--- src/bts_pkg.sv ---
// Shared constants for the bit-test-and-skip execute block
package bts_pkg;
  localparam int WORD_W = 12;
  localparam int DATA_W = 8;
  localparam int ADDR_W = 5;
  localparam int BSEL_W = 3;
  localparam int OPC_W = 4;
  localparam int OPC_MSB = 11;
  localparam int OPC_LSB = 8;
  localparam int BSEL_MSB = 7;
  localparam int BSEL_LSB = 5;
  localparam int ADDR_MSB = 4;
  localparam int ADDR_LSB = 0;
  localparam logic [OPC_W-1:0] OPC_SKIP_CLEAR = 4'h6;
  localparam logic [OPC_W-1:0] OPC_SKIP_SET = 4'h7;
  localparam logic [WORD_W-1:0] NOP_WORD = 12'h000;
  localparam logic RST_VALID = 1'b0;
  localparam logic RST_SQUASH = 1'b0;
  localparam int RST_SYNC_STAGES = 2;
endpackage : bts_pkg

--- src/bts_dec_if.sv ---
// Decoded fields of the instruction in the execute stage
`timescale 1ns/1ns
interface bts_dec_if;
  logic [bts_pkg::WORD_W-1:0] word;
  logic skip_if_bit_clear;
  logic skip_if_bit_set;
  logic [bts_pkg::BSEL_W-1:0] bit_sel;
  logic [bts_pkg::ADDR_W-1:0] file_addr;
  modport core (output word, input skip_if_bit_clear, input skip_if_bit_set, input bit_sel, input file_addr);
  modport dec (input word, output skip_if_bit_clear, output skip_if_bit_set, output bit_sel, output file_addr);
endinterface : bts_dec_if

--- src/bts_decode.sv ---
// Field decoder for the two bit-test-and-skip instructions
`timescale 1ns/1ns
module bts_decode (
  bts_dec_if.dec dec
);
  function automatic logic bts_opc_is(input logic [bts_pkg::WORD_W-1:0] w, input logic [bts_pkg::OPC_W-1:0] opc);
    bts_opc_is = (w[bts_pkg::OPC_MSB:bts_pkg::OPC_LSB] == opc);
  endfunction : bts_opc_is

  always_comb
  begin
    dec.skip_if_bit_clear = bts_opc_is(dec.word, bts_pkg::OPC_SKIP_CLEAR); // [RULE_01]
    dec.skip_if_bit_set = bts_opc_is(dec.word, bts_pkg::OPC_SKIP_SET); // [RULE_02]
    // Three bits cover positions 0..7 only
    dec.bit_sel = dec.word[bts_pkg::BSEL_MSB:bts_pkg::BSEL_LSB]; // [RULE_05]
    dec.file_addr = dec.word[bts_pkg::ADDR_MSB:bts_pkg::ADDR_LSB]; // [RULE_01]
  end
endmodule : bts_decode

--- src/bts_exec.sv ---
// Execute stage for the bit-test-and-skip instructions
`timescale 1ns/1ns
// What this block does
// [RULE_01] Word 0110 bbbf ffff skips next instruction when file bit b is zero.
// [RULE_02] Word 0111 bbbf ffff skips next instruction when file bit b is one.
// [RULE_03] Taken skip squashes prefetched word, runs a no-op: two cycles, else one.
// [RULE_04] Next instruction is fetched while the bit test executes.
// [RULE_05] No status flag changes; one word each; bit select spans zero to seven.
module bts_exec (
  input wire logic core_clk,
  input wire logic reset_n,
  input wire logic fetch_valid,
  input wire logic [bts_pkg::WORD_W-1:0] fetch_word,
  output logic [bts_pkg::ADDR_W-1:0] file_addr,
  input wire logic [bts_pkg::DATA_W-1:0] file_rdata,
  output logic exec_valid,
  output logic [bts_pkg::WORD_W-1:0] exec_word,
  output logic exec_nop,
  output logic skip_taken,
  output logic test_busy,
  output logic status_we
);
  logic [bts_pkg::RST_SYNC_STAGES-1:0] rst_sync;
  logic rst_n;
  logic valid;
  logic squash;
  logic [bts_pkg::WORD_W-1:0] word;
  logic next_valid;
  logic next_squash;
  logic [bts_pkg::WORD_W-1:0] next_word;
  logic live;
  logic tested_bit;
  logic skip_now;

  bts_dec_if dec_bus ();

  bts_decode u_decode (
    .dec(dec_bus)
  );

  // Asynchronous assert, synchronous release
  always_ff @(posedge core_clk or negedge reset_n)
  begin
    if (!reset_n)
      rst_sync <= '0;
    else
      rst_sync <= {rst_sync[bts_pkg::RST_SYNC_STAGES-2:0], 1'b1};
  end
  assign rst_n = rst_sync[bts_pkg::RST_SYNC_STAGES-1];

  assign dec_bus.word = word;
  // A squashed slot is a real no-op, so a skip word in it must not skip
  assign live = valid && !squash;
  assign file_addr = dec_bus.file_addr;
  assign tested_bit = file_rdata[dec_bus.bit_sel]; // [RULE_05]
  assign skip_now = live && ((dec_bus.skip_if_bit_clear && !tested_bit) // [RULE_01]
                             || (dec_bus.skip_if_bit_set && tested_bit)); // [RULE_02]

  always_comb
  begin
    next_valid = valid;
    next_word = word;
    next_squash = squash;
    if (fetch_valid)
    begin
      // Prefetched word enters execute right behind the test
      next_valid = 1'b1; // [RULE_04]
      next_word = fetch_word; // [RULE_04]
      // A squash left pending by a stalled fetch lands on this word
      next_squash = skip_now || (squash && !valid); // [RULE_03]
    end
    else if (skip_now)
    begin
      // Fetch stalled: keep the squash pending for the word still to come
      next_valid = 1'b0;
      next_squash = 1'b1; // [RULE_03]
    end
    else if (live || squash)
    begin
      next_valid = 1'b0;
      next_squash = squash && !valid;
    end
  end

  always_ff @(posedge core_clk or negedge rst_n)
  begin
    if (!rst_n)
    begin
      valid <= bts_pkg::RST_VALID;
      squash <= bts_pkg::RST_SQUASH;
      word <= bts_pkg::NOP_WORD;
    end
    else
    begin
      valid <= next_valid;
      squash <= next_squash;
      word <= next_word;
    end
  end

  assign exec_valid = live;
  assign exec_word = live ? word : bts_pkg::NOP_WORD; // [RULE_03]
  assign exec_nop = valid && squash; // [RULE_03]
  assign skip_taken = skip_now;
  assign test_busy = live && (dec_bus.skip_if_bit_clear || dec_bus.skip_if_bit_set);
  // Bit tests never write status; arithmetic units own that path
  assign status_we = 1'b0; // [RULE_05]
endmodule : bts_exec

--- config.mk ---
export PLATFORM = sky130hd
export DESIGN_NAME = bts_exec
export DESIGN_NICKNAME = d
export VERILOG_FILES = /design/src/bts_pkg.sv /design/src/bts_dec_if.sv /design/src/bts_decode.sv /design/src/bts_exec.sv
export SDC_FILE = /design/constraint.sdc
export NUM_CORES = 1
export LEC_CHECK = 0
export ABC_AREA = 1
export BUFFER_PORTS_ARGS = -buffer_cell sky130_fd_sc_hd__clkbuf_2
export CORE_MARGIN = 3
export CORE_UTILIZATION = 30
export DETAILED_ROUTE_END_ITERATION = 10
export GPL_TIMING_DRIVEN = 0
export PLACE_DENSITY_LB_ADDON = 0.2
export SETUP_SLACK_MARGIN = 0.2
export SLEW_MARGIN = 10
export SYNTH_ARGS = -nofsm -noshare
export SYNTH_HDL_FRONTEND = slang
export SYNTH_SLANG_ARGS = --single-unit
--- constraint.sdc ---
create_clock -name core_clk -period 1.5 [get_ports core_clk]
set_clock_uncertainty 0.05 [all_clocks]
set_input_delay 0.15 -clock core_clk [delete_from_list [all_inputs] [get_ports core_clk]]
set_output_delay 0.15 -clock core_clk [all_outputs]
set_load 0.1 [all_outputs]
==> results of run 1 <==
## through the flow
| step | setup TNS, ns | area [µm²] | power (mW) |
|---|---|---|---|
| floorplan | -5.618 | 967.2 | 1.150 |
| global placement | -0.3838 | 1220 | 1.253 |
| detailed placement | -0.4689 | 1220 | 1.261 |
| CTS | -2.287 | 1729 | 1.834 |
| global route | -3.748 | 1767 | 1.941 |
| finish | -2.961 | 1767 | 1.869 |
## routing by layer
layer / GRT usage [%] / wire length (µm) / vias up
met3: 2.179 / 113 / 7
met2: 25.87 / 1338 / 30
met4: 5.502 / 46 / 0
met1: 20.14 / 1086 / 416
li1: - / - / 449
met5: 0 / 0 / -
## Yosys cell counts
| master | instances |
|---|---|
| inv_1 | 23 |
| a21oi_1 | 1 |
| nand3_2 | 3 |
| nand2_1 | 25 |
| nand3_1 | 7 |
| buf_4 | 6 |
| dfrtp_1 | 16 |
| buf_2 | 2 |
| nor2_4 | 1 |
| inv_2 | 1 |
| nor2_1 | 13 |
| o21ai_0 | 12 |
| conb_1 | 2 |
| clkbuf_1 | 2 |
## cell usage in the layout, fill, tap and decap left out, types with 4 or more instances in the layout
cell type,instances
nand2_1,22
clkbuf_2,22
inv_1,18
clkbuf_16,16
dfrtp_1,15
nor2_4,14
buf_4,13
o21ai_0,12
nand3_2,8
clkbuf_4,4
## registers in the layout, summed over array words and instances (netlist names)
| name | flops |
|---|---|
| valid | 1 |
| squash | 1 |
| rst_sync | 2 |
| dec_bus.word | 12 |
## worst min-delay path: stages
cell and delay, ns:
clkbuf_2 0.07, nand2_1 0.04, o21ai_0 0.05
## cell type report
cell class | count | share of cell area [%]
Timing Repair Buffer | 53 | 38.60
Multi-Input combinational cell | 64 | 24.50
Sequential cell | 16 | 22.73
Inverter | 24 | 5.595
Buffer | 10 | 4.391
Tap cell | 30 | 2.125
Clock buffer | 4 | 2.054
## power by group through the flow
| stage | combinational, mW | sequential, mW | clock (mW) |
|---|---|---|---|
| final | 1.08 | 0.510 | 0.281 |
| after global routing | 1.12 | 0.517 | 0.304 |
| after CTS | 1.04 | 0.506 | 0.287 |
| after detailed placement | 0.749 | 0.512 | 0 |
| after global placement | 0.742 | 0.510 | 0 |
| after floorplan | 0.645 | 0.505 | 0 |
## final timing paths
kind	start	end	slack (ns)
max	dec_bus.word[5]$_DFFE_PN0P_	skip_taken	-0.30
min	fetch_word[4]	dec_bus.word[4]$_DFFE_PN0P_	0.01
max reg2reg	dec_bus.word[5]$_DFFE_PN0P_	squash$_DFFE_PN0P_	0.16
min reg2reg	rst_sync[1]$_DFF_PN0_	valid$_DFFE_PN0P_	0.16
max in group asynchronous	rst_sync[1]$_DFF_PN0_	dec_bus.word[5]$_DFFE_PN0P_	0.83
min in group asynchronous	reset_n	rst_sync[0]$_DFF_PN0_	0.12
## timing repair
item                                    CTS  global route
endpoints found under the setup margin   21            21
setup buffers                             6             2
hold endpoints to repair                  2             0
pin swaps                                 6             5
hold buffers                              1             0
gates cloned                              1             0
gates resized for setup                  64            11
## cell families after synthesis
kind of cell,count (synthesis)
and+or+nand+nor,49
AOI/OAI and AO/OA,13
buffers and inverters,34
DFF,16
other,2
==> flow_summary.json, run 1 <==
{
  "status": "finished with violations",
  "violations": "negative setup slack",
  "slew_violations": 0,
  "clk_path_buf_depth": 2,
  "seqCellArea_um2": 401.6,
  "worstMarginPinSlew_ns": 0.5474,
  "clk_latency_ns": 0.28,
  "switching_share_pct": 44.71,
  "drc": 0,
  "seqPwrFrac_pct": 27.3,
  "final_nets": 195,
  "rows": 18,
  "cts_root_buf": "clkbuf_4",
  "clock-sinks": 16,
  "grt_pass1_vias": 885,
  "dr_total_vias": 902,
  "io_pins": 45,
  "seq_area_frac_synth_pct": 47.41,
  "power_density_nw_per_um2": 1058,
  "hpwl_um": 1571,
  "multi_input_area_um2": 432.9,
  "maxCapViolations": 0,
  "place_inst": 187,
  "slew_headroom_pct": 63.50,
  "drt-initial-drc-count": 44,
  "die_y_um": 59.06,
  "synth_top_family_by_area": "simple AND/OR/NAND/NOR gates",
  "worstSetupEndpointType": "primary output",
  "routed_wl_um": 2585,
  "htreeDepth": 1,
  "clock.fmax_mhz": 554.9,
  "n_antenna_cell": 0,
  "initial_utilization_pct": 32.89,
  "slowest_delay_ns": 0.46,
  "synth_area_per_cell_um2": 7.408,
  "cp_slowest_cell": "dfrtp_2",
  "synth-simple-area-share_pct": 25.93,
  "holdWs_ns": 0.01301,
  "p_comb_share_pct": 57.7,
  "drtAntennaViolNets": 0,
  "yosys_warnings": 0,
  "path_buf_inv": 3,
  "post-synth-top-area-fraction_pct": 47.41,
  "synth_top_cell_by_area": "dfrtp_1",
  "layout_setup_ws_ns": -0.3022,
  "drive_gt1_share_pct": 56.73,
  "grt-ovfl-total": 0,
  "hp-class": "input port to flop",
  "ys_seq_elements": 16,
  "p_clk_share_pct": 15.0,
  "synth_cell_types": 14,
  "synth_compound_area_share_pct": 7.704,
  "wl_per_cell_um": 12.86,
  "crit_cells": 9,
  "grt_max_degree": 15,
  "portBuffers": 43,
  "worstPathRequired_ns": 1.30,
  "synth_area_um2": 844.6,
  "stdcell_count": 201,
  "ff2ff_path_depth": 9,
  "setup_viol": 14,
  "avgViaCountPerCell": 4.488,
  "grt_usage_pct": 15.41,
  "intPower_mw": 1.034,
  "path_cells": "inv_4 > nand2_2 > nand3_2 > nand3_2 > nand2_1 > nand2_1 > nand3_2 > clkinvlp_4 > clkbuf_16",
  "fin_crit_sh_pct": 120.1,
  "grt_pass1_wl_um": 4050,
  "path_clk_slew_ns": 0.10,
  "layout_min_cycle_time_ns": 1.802,
  "area_growth_pct": 109.2,
  "dr.pass1.iters": 2,
  "routabilityCongestion": 0.7224,
  "grt_antenna_before_repair": 0,
  "muxShareOfSynthArea_pct": 0,
  "die-area_um2": 3488,
  "worstPathMaxFanout": 5,
  "fill_cells": 204,
  "synth.area.top_cells": "dfrtp_1, nand2_1, inv_1",
  "finalHoldViolations": 0,
  "cp_top_family": "simple AND/OR/NAND/NOR gates",
  "cp_data_arrival_time_ns": 1.60,
  "hold-path-cell-count": 3,
  "p_leak_nw": 0.8800,
  "postSynthCellCount": 114,
  "cts_tree": "built",
  "die_width_um": 59.06,
  "synth_xor_area_share_pct": 0,
  "crit_path_start_kind": "flop",
  "cts_made_buffers": 3,
  "synthesis.nets": 137,
  "critical_path_class": "flop to primary output",
  "cp_common_cell": "nand3_2",
  "grt_setup_unrepaired": "yes",
  "p_sw_mw": 0.8357,
  "core_um2": 2567,
  "vdd_drop_max_v": 0.0007753,
  "pre_cts_slack_ns": -0.2243,
  "synth_fa_ha_area_share_pct": 0,
  "final_util_pct": 68.81
}
Power figures use the tool's default switching activity.
==> inputs of run 2 (changes only) <==
--- a/config.mk
+++ b/config.mk
@@ -8,7 +8,7 @@
 export ABC_AREA = 1
 export BUFFER_PORTS_ARGS = -buffer_cell sky130_fd_sc_hd__clkbuf_2
 export CORE_MARGIN = 3
-export CORE_UTILIZATION = 30
+export CORE_UTILIZATION = 43
 export DETAILED_ROUTE_END_ITERATION = 10
 export GPL_TIMING_DRIVEN = 0
 export PLACE_DENSITY_LB_ADDON = 0.2
==> flow_summary.json, run 2 <==
{
  "initial_utilization_pct": 47.37,
  "postSynthCellCount": 114,
  "synth_edf_count": 0,
  "seq_area_frac_synth_pct": 47.41,
  "yosys_most_used_dff": "dfrtp_1",
  "synth_cell_types": 14,
  "synthesis.nets": 137,
  "endpoint_type": "primary output",
  "post-synth-top-area-fraction_pct": 47.41,
  "synth_area_per_cell_um2": 7.408,
  "ys_top_cells_by_count": "nand2_1, inv_1, dfrtp_1, nor2_1, o21ai_0",
  "yosys_warnings": 0,
  "htreeDepth": 1,
  "synth_area_um2": 844.6,
  "hpwl_um": 1634,
  "ys_seq_elements": 16,
  "cts_root_buf": "clkbuf_4",
  "synthArstFlopShare_pct": 100.0,
  "lastStage": "5_1_grt",
  "routabilityCongestion": 0.6994,
  "worst_endpoint": "skip_taken",
  "yosysMostFrequentCell": "nand2_1",
  "error": "[ERROR DPL-0033] detailed placement checks failed during check placement.",
  "grt_antenna_before_repair": 0,
  "io_pins": 45,
  "cts_made_buffers": 3,
  "clock-sinks": 16,
  "die_y_um": 50.32,
  "grt_max_degree": 15,
  "synth.area.top_cells": "dfrtp_1, nand2_1, inv_1",
  "rows": 15,
  "die_width_um": 50.32,
  "clk_path_buf_depth": 2,
  "synth_top_cell_by_area": "dfrtp_1",
  "portBuffers": 43,
  "status": "stopped before the end"
}
[run 2: stage by stage]
step,hold slack [ns],util [%],setup slack (ns),instances,instance area [µm²]
2_1_floorplan,-0.1956,-,-0.4705,114,967.2
3_3_place_gp,-0.1138,68.07,-0.1721,182,1214
3_5_place_dp,-0.1088,68.07,-0.1909,182,1214
4_1_cts,0.02014,94.74,-0.2285,193,1689
[run 2: what timing repair did]
action / CTS
hold endpoints to repair: 2
resized for setup: 64
cloned: 1
setup endpoints to repair: 21
setup buffers: 5
pin swaps: 5
hold buffers: 1
[run 2: kinds of logic after synthesis]
group	share of synthesized area [%]
flip-flops	47.41
other	0.8892
AO/OA/AOI/OAI	7.703
AND/OR/NAND/NOR	25.93
buffers and inverters	18.07
==> inputs of run 3 (changes only) <==
--- a/config.mk
+++ b/config.mk
@@ -7,12 +7,11 @@
 export LEC_CHECK = 0
 export ABC_AREA = 1
 export BUFFER_PORTS_ARGS = -buffer_cell sky130_fd_sc_hd__clkbuf_2
-export CORE_MARGIN = 3
-export CORE_UTILIZATION = 43
+export CORE_AREA = 3 3 64 66
 export DETAILED_ROUTE_END_ITERATION = 10
+export DIE_AREA = 0 0 67 69
 export GPL_TIMING_DRIVEN = 0
-export PLACE_DENSITY_LB_ADDON = 0.2
-export SETUP_SLACK_MARGIN = 0.2
+export PLACE_DENSITY_LB_ADDON = 0.15
 export SLEW_MARGIN = 10
 export SYNTH_ARGS = -nofsm -noshare
 export SYNTH_HDL_FRONTEND = slang
==> flow_summary.json, run 3 (synthesis gave the netlist of run 1 again) <==
{
  "routabilityCongestion": 0.6657,
  "htreeDepth": 1,
  "grt_max_degree": 15,
  "die_width_um": 67,
  "final_common_cell": "clkbuf_2",
  "initial_utilization_pct": 23.24,
  "vdd_drop_max_v": 0.0005131,
  "layout_setup_ws_ns": -0.2028,
  "r2r_slack_ns": 0.31,
  "drive_gt1_share_pct": 54.22,
  "grt-ovfl-total": 0,
  "die-area_um2": 4623,
  "clock.fmax_mhz": 587.3,
  "n_antenna_cell": 0,
  "crit_path_start_kind": "flop",
  "worstPathMaxFanout": 5,
  "drtAntennaViolNets": 0,
  "clock-sinks": 16,
  "area_growth_pct": 96.89,
  "clk_path_buf_depth": 2,
  "power_density_nw_per_um2": 1106,
  "final_nets": 190,
  "layout_min_cycle_time_ns": 1.703,
  "maxCapViolations": 0,
  "finalHoldViolations": 0,
  "slew_headroom_pct": 62.01,
  "regMostFlops": "dec_bus.word",
  "critical_path_class": "flop to primary output",
  "grt_usage_pct": 11.05,
  "largestRegisters": "dec_bus.word x12, rst_sync x2",
  "grt_use_met1_pct": 13.69,
  "power.total_mw": 1.840,
  "violations": "negative setup slack",
  "multi_input_area_um2": 435.4,
  "rr_startpoint": "dec_bus.word[5]$_DFFE_PN0P_",
  "rows": 22,
  "dr_total_vias": 856,
  "slew_violations": 0,
  "ff2ff_path_depth": 8,
  "cts_made_buffers": 3,
  "largest_reg_flops": 12,
  "fin_crit_sh_pct": 113.5,
  "io_pins": 45,
  "layout_common_cells": "clkbuf_2, nand2_1, inv_1",
  "worstSetupEndpointType": "primary output",
  "worstPathRequired_ns": 1.30,
  "drc": 0,
  "use_met2_pct": 18.45,
  "grt_pass1_vias": 897,
  "dr.pass1.iters": 4,
  "portBuffers": 43,
  "setup_viol": 11,
  "worstMarginPinSlew_ns": 0.5699,
  "final_util_pct": 45.76,
  "cts_root_buf": "clkbuf_8",
  "routed_wl_um": 2373,
  "cp_data_arrival_time_ns": 1.50,
  "use_met3_pct": 3.257,
  "wl_per_cell_um": 11.09,
  "path_clk_slew_ns": 0.06,
  "endpoint": "skip_taken",
  "clk_latency_ns": 0.25,
  "die_y_um": 69,
  "r2r_end": "squash$_DFFE_PN0P_",
  "hp-class": "input port to flop",
  "hpwl_um": 1722,
  "avgViaCountPerCell": 4.000,
  "fill_cells": 361,
  "grt_setup_unrepaired": "yes",
  "p_leak_nw": 0.8283,
  "cts_tree": "built",
  "grt_antenna_before_repair": 0,
  "core_um2": 3633,
  "status": "finished with violations",
  "drt-initial-drc-count": 11,
  "busiest_layer": "met2",
  "pre_cts_slack_ns": -0.2086,
  "startpoint": "dec_bus.word[5]$_DFFE_PN0P_",
  "holdWs_ns": 0.05859,
  "grt_pass1_wl_um": 3939,
  "seqCellArea_um2": 400.4
}
==> run 3: how the worst min path moves through the flow <==
stage	slack, ns	start	end	cells past startpoint
after floorplan	-0.20	reset_n	rst_sync[0]$_DFF_PN0_	0
after global routing	0.06	fetch_word[9]	dec_bus.word[9]$_DFFE_PN0P_	3
after detailed placement	-0.11	reset_n	rst_sync[0]$_DFF_PN0_	1
after global placement	-0.11	reset_n	rst_sync[0]$_DFF_PN0_	1
final	0.06	fetch_word[9]	dec_bus.word[9]$_DFFE_PN0P_	3
after CTS	0.06	fetch_word[9]	dec_bus.word[9]$_DFFE_PN0P_	3
==> run 3: report_power, final <==
group,switching (mW),internal (mW),leakage (nW)
clock,0.146,0.233,0.0288
sequential,0.0388,0.470,0.194
combinational,0.633,0.319,0.606
total,0.817,1.02,0.828
==> run 3: worst max-delay path, stage by stage, from the launching register on <==
cell and delay, ns:
dfrtp_1 0.43, inv_2 0.12, nand2_1 0.07, nand3_2 0.06, nand3_2 0.07, nand2_1 0.07, nand2_1 0.05, nand3_2 0.09
clkinvlp_4 0.09, clkbuf_16 0.20
==> run 3: routing by layer <==
| layer | up-vias | part of all wire (%) |
|---|---|---|
| li1 | 435 | - |
| met1 | 395 | 43 |
| met2 | 26 | 50 |
| met3 | 0 | 6.5 |
| met4 | 0 | 0 |
| met5 | - | 0 |
==> run 3: repair_timing <==
| item | in CTS | in global routing |
|---|---|---|
| endpoints found under the setup margin | 15 | 12 |
| resized for setup | 53 | 2 |
| endpoints found under the hold margin | 2 | 0 |
| cloned | 1 | 0 |
| setup buffers | 3 | 0 |
| pin swaps | 6 | 1 |
| hold buffers | 1 | 0 |
==> run 3: cell type report <==
cell class                 count  share of cell area [%]
tap                           48                   3.612
inverter                      24                   5.794
clock buffer                   4                   3.311
multi-input combinational     64                   26.19
buffer                        10                   4.665
timing repair buffer          48                   32.36
sequential                    16                   24.08
==> run 3: metrics by stage <==
step | cell area [µm²] | std cells | TNS (ns)
6_report | 1663 | 214 | -0.8227
5_1_grt | 1663 | 214 | -1.407
4_1_cts | 1655 | 214 | -0.7949
3_5_place_dp | 1242 | 205 | -0.7936
3_3_place_gp | 1242 | 205 | -0.6500
2_1_floorplan | 967.2 | 114 | -5.618
==> inputs of run 4 (changes only) <==
--- a/config.mk
+++ b/config.mk
@@ -12,6 +12,7 @@
 export DIE_AREA = 0 0 67 69
 export GPL_TIMING_DRIVEN = 0
 export PLACE_DENSITY_LB_ADDON = 0.15
+export SETUP_SLACK_MARGIN = 0.5
 export SLEW_MARGIN = 10
 export SYNTH_ARGS = -nofsm -noshare
 export SYNTH_HDL_FRONTEND = slang
==> flow_summary.json, run 4 (synthesis gave the netlist of run 1 again) <==
{
  "grt_pass1_vias": 1027,
  "grt_setup_unrepaired": "yes",
  "pre_cts_slack_ns": -0.2097,
  "startpoint": "dec_bus.word[5]$_DFFE_PN0P_",
  "clock-sinks": 16,
  "grt_max_degree": 15,
  "r2r_end": "squash$_DFFE_PN0P_",
  "hpwl_um": 1687,
  "cp_data_arrival_time_ns": 1.54,
  "dr.pass1.iters": 4,
  "avgViaCountPerCell": 4.123,
  "status": "finished with violations",
  "rr_startpoint": "dec_bus.word[5]$_DFFE_PN0P_",
  "drive_gt1_share_pct": 57.89,
  "layout_common_cells": "nand2_1, clkbuf_2, clkbuf_16",
  "final_nets": 195,
  "largestRegisters": "dec_bus.word x12, rst_sync x2",
  "grt_antenna_before_repair": 0,
  "clk_latency_ns": 0.25,
  "area_growth_pct": 127.0,
  "finalHoldViolations": 0,
  "cts_tree": "built",
  "drt-initial-drc-count": 17,
  "fin_crit_sh_pct": 116.0,
  "core_um2": 3633,
  "r2r_slack_ns": 0.19,
  "critical_path_class": "flop to primary output",
  "layout_setup_ws_ns": -0.2403,
  "dr_total_vias": 903,
  "seqCellArea_um2": 400.4,
  "n_antenna_cell": 0,
  "maxCapViolations": 0,
  "die_width_um": 67,
  "holdWs_ns": 0.05332,
  "endpoint": "skip_taken",
  "hp-class": "input port to flop",
  "multi_input_area_um2": 457.9,
  "routed_wl_um": 2802,
  "cts_made_buffers": 3,
  "worstMarginPinSlew_ns": 0.5676,
  "design_area_um2": 1917,
  "fill_cells": 333,
  "setup_viol": 14,
  "portBuffers": 43,
  "hold-path-cell-count": 3,
  "routabilityCongestion": 0.6695,
  "io_pins": 45,
  "htreeDepth": 1,
  "clock.fmax_mhz": 574.6,
  "die-area_um2": 4623,
  "regMostFlops": "dec_bus.word",
  "grt_pass1_wl_um": 4767,
  "wl_per_cell_um": 12.79,
  "initial_utilization_pct": 23.24,
  "slew_violations": 0,
  "worstPathMaxFanout": 5,
  "largest_reg_flops": 12,
  "crit_path_start_kind": "flop",
  "grt_usage_pct": 13.64,
  "drtAntennaViolNets": 0,
  "ff2ff_path_depth": 9,
  "cts_root_buf": "clkbuf_8",
  "final_util_pct": 52.75,
  "placed_cell_area_um2": 1246,
  "worstSetupEndpointType": "primary output",
  "slew_headroom_pct": 62.16,
  "path_clk_slew_ns": 0.06,
  "worstPathRequired_ns": 1.30,
  "layout_min_cycle_time_ns": 1.740,
  "clk_path_buf_depth": 2,
  "grt-ovfl-total": 0,
  "rows": 22,
  "finalSetupTns_ns": -1.691,
  "drc": 0,
  "die_y_um": 69,
  "p_leak_nw": 0.9215,
  "vdd_drop_max_v": 0.0007036,
  "violations": "negative setup slack",
  "power_density_nw_per_um2": 1047
}
run 4: cell types whose count changed in the layout (fill, tap and decap cells not counted), moves of 2 or more:
cell,delta
clkbuf_2,-5
nand2_1,-2
clkbuf_4,-2
clkbuf_8,-2
buf_4,-3
clkbuf_16,+9
buf_6,+8
run 4: final cells by class:
class,instances,share of cell area (%)
repair buffers,53,38.84
multi-input cells,64,23.89
flip-flops and latches,16,20.89
inverters,24,5.352
plain buffers,10,5.026
well taps,48,3.133
clock buffers,4,2.872
run 4: power by group:
| part | leakage (nW) | switching (mW) | internal [mW] | total [mW] |
|---|---|---|---|---|
| registers | 0.194 | 0.0452 | 0.470 | 0.516 |
| logic | 0.699 | 0.668 | 0.443 | 1.11 |
| clock network | 0.0288 | 0.147 | 0.233 | 0.380 |
run 4: how the worst min path moves through the flow:
stage | startpoint | to | slack, ns
3_3_place_gp | reset_n | rst_sync[0]$_DFF_PN0_ | -0.11
5_1_grt | fetch_word[5] | dec_bus.word[5]$_DFFE_PN0P_ | 0.05
4_1_cts | fetch_word[3] | dec_bus.word[3]$_DFFE_PN0P_ | 0.05
2_1_floorplan | reset_n | rst_sync[0]$_DFF_PN0_ | -0.20
3_5_place_dp | reset_n | rst_sync[0]$_DFF_PN0_ | -0.11
6_report | fetch_word[2] | dec_bus.word[2]$_DFFE_PN0P_ | 0.05
run 4: through the flow:
step / instances / power [mW]
finish: 219 / 2.007
global route: 219 / 2.103
CTS: 215 / 1.978
detailed placement: 205 / 1.269
global placement: 205 / 1.261
floorplan: 114 / 1.153
run 4: layer usage:
metal | vias up | part of all wire (%) | track usage (%)
li1 | 443 | - | -
met1 | 429 | 39 | 15.38
met2 | 29 | 54 | 24.56
met3 | 2 | 6.4 | 4.723
met4 | 0 | 0.50 | 2.027
met5 | - | 0 | 0
run 4: worst max-delay path, cell delays in order (launching register included):
cell,delay [ns]
dfrtp_1,0.43
inv_2,0.12
nand2_1,0.08
nand3_2,0.07
nand3_2,0.08
nand2_1,0.06
nand2_1,0.06
nand3_2,0.09
clkinvlp_4,0.09
clkbuf_16,0.20
run 4: repair_timing:
action                                  in CTS  in global routing
setup buffers                                4                  4
pin swaps                                    4                  4
endpoints found under the setup margin      22                 22
endpoints found under the hold margin        2                  0
resized for setup                           84                  7
hold buffers                                 1                  0
gates cloned                                 1                  0
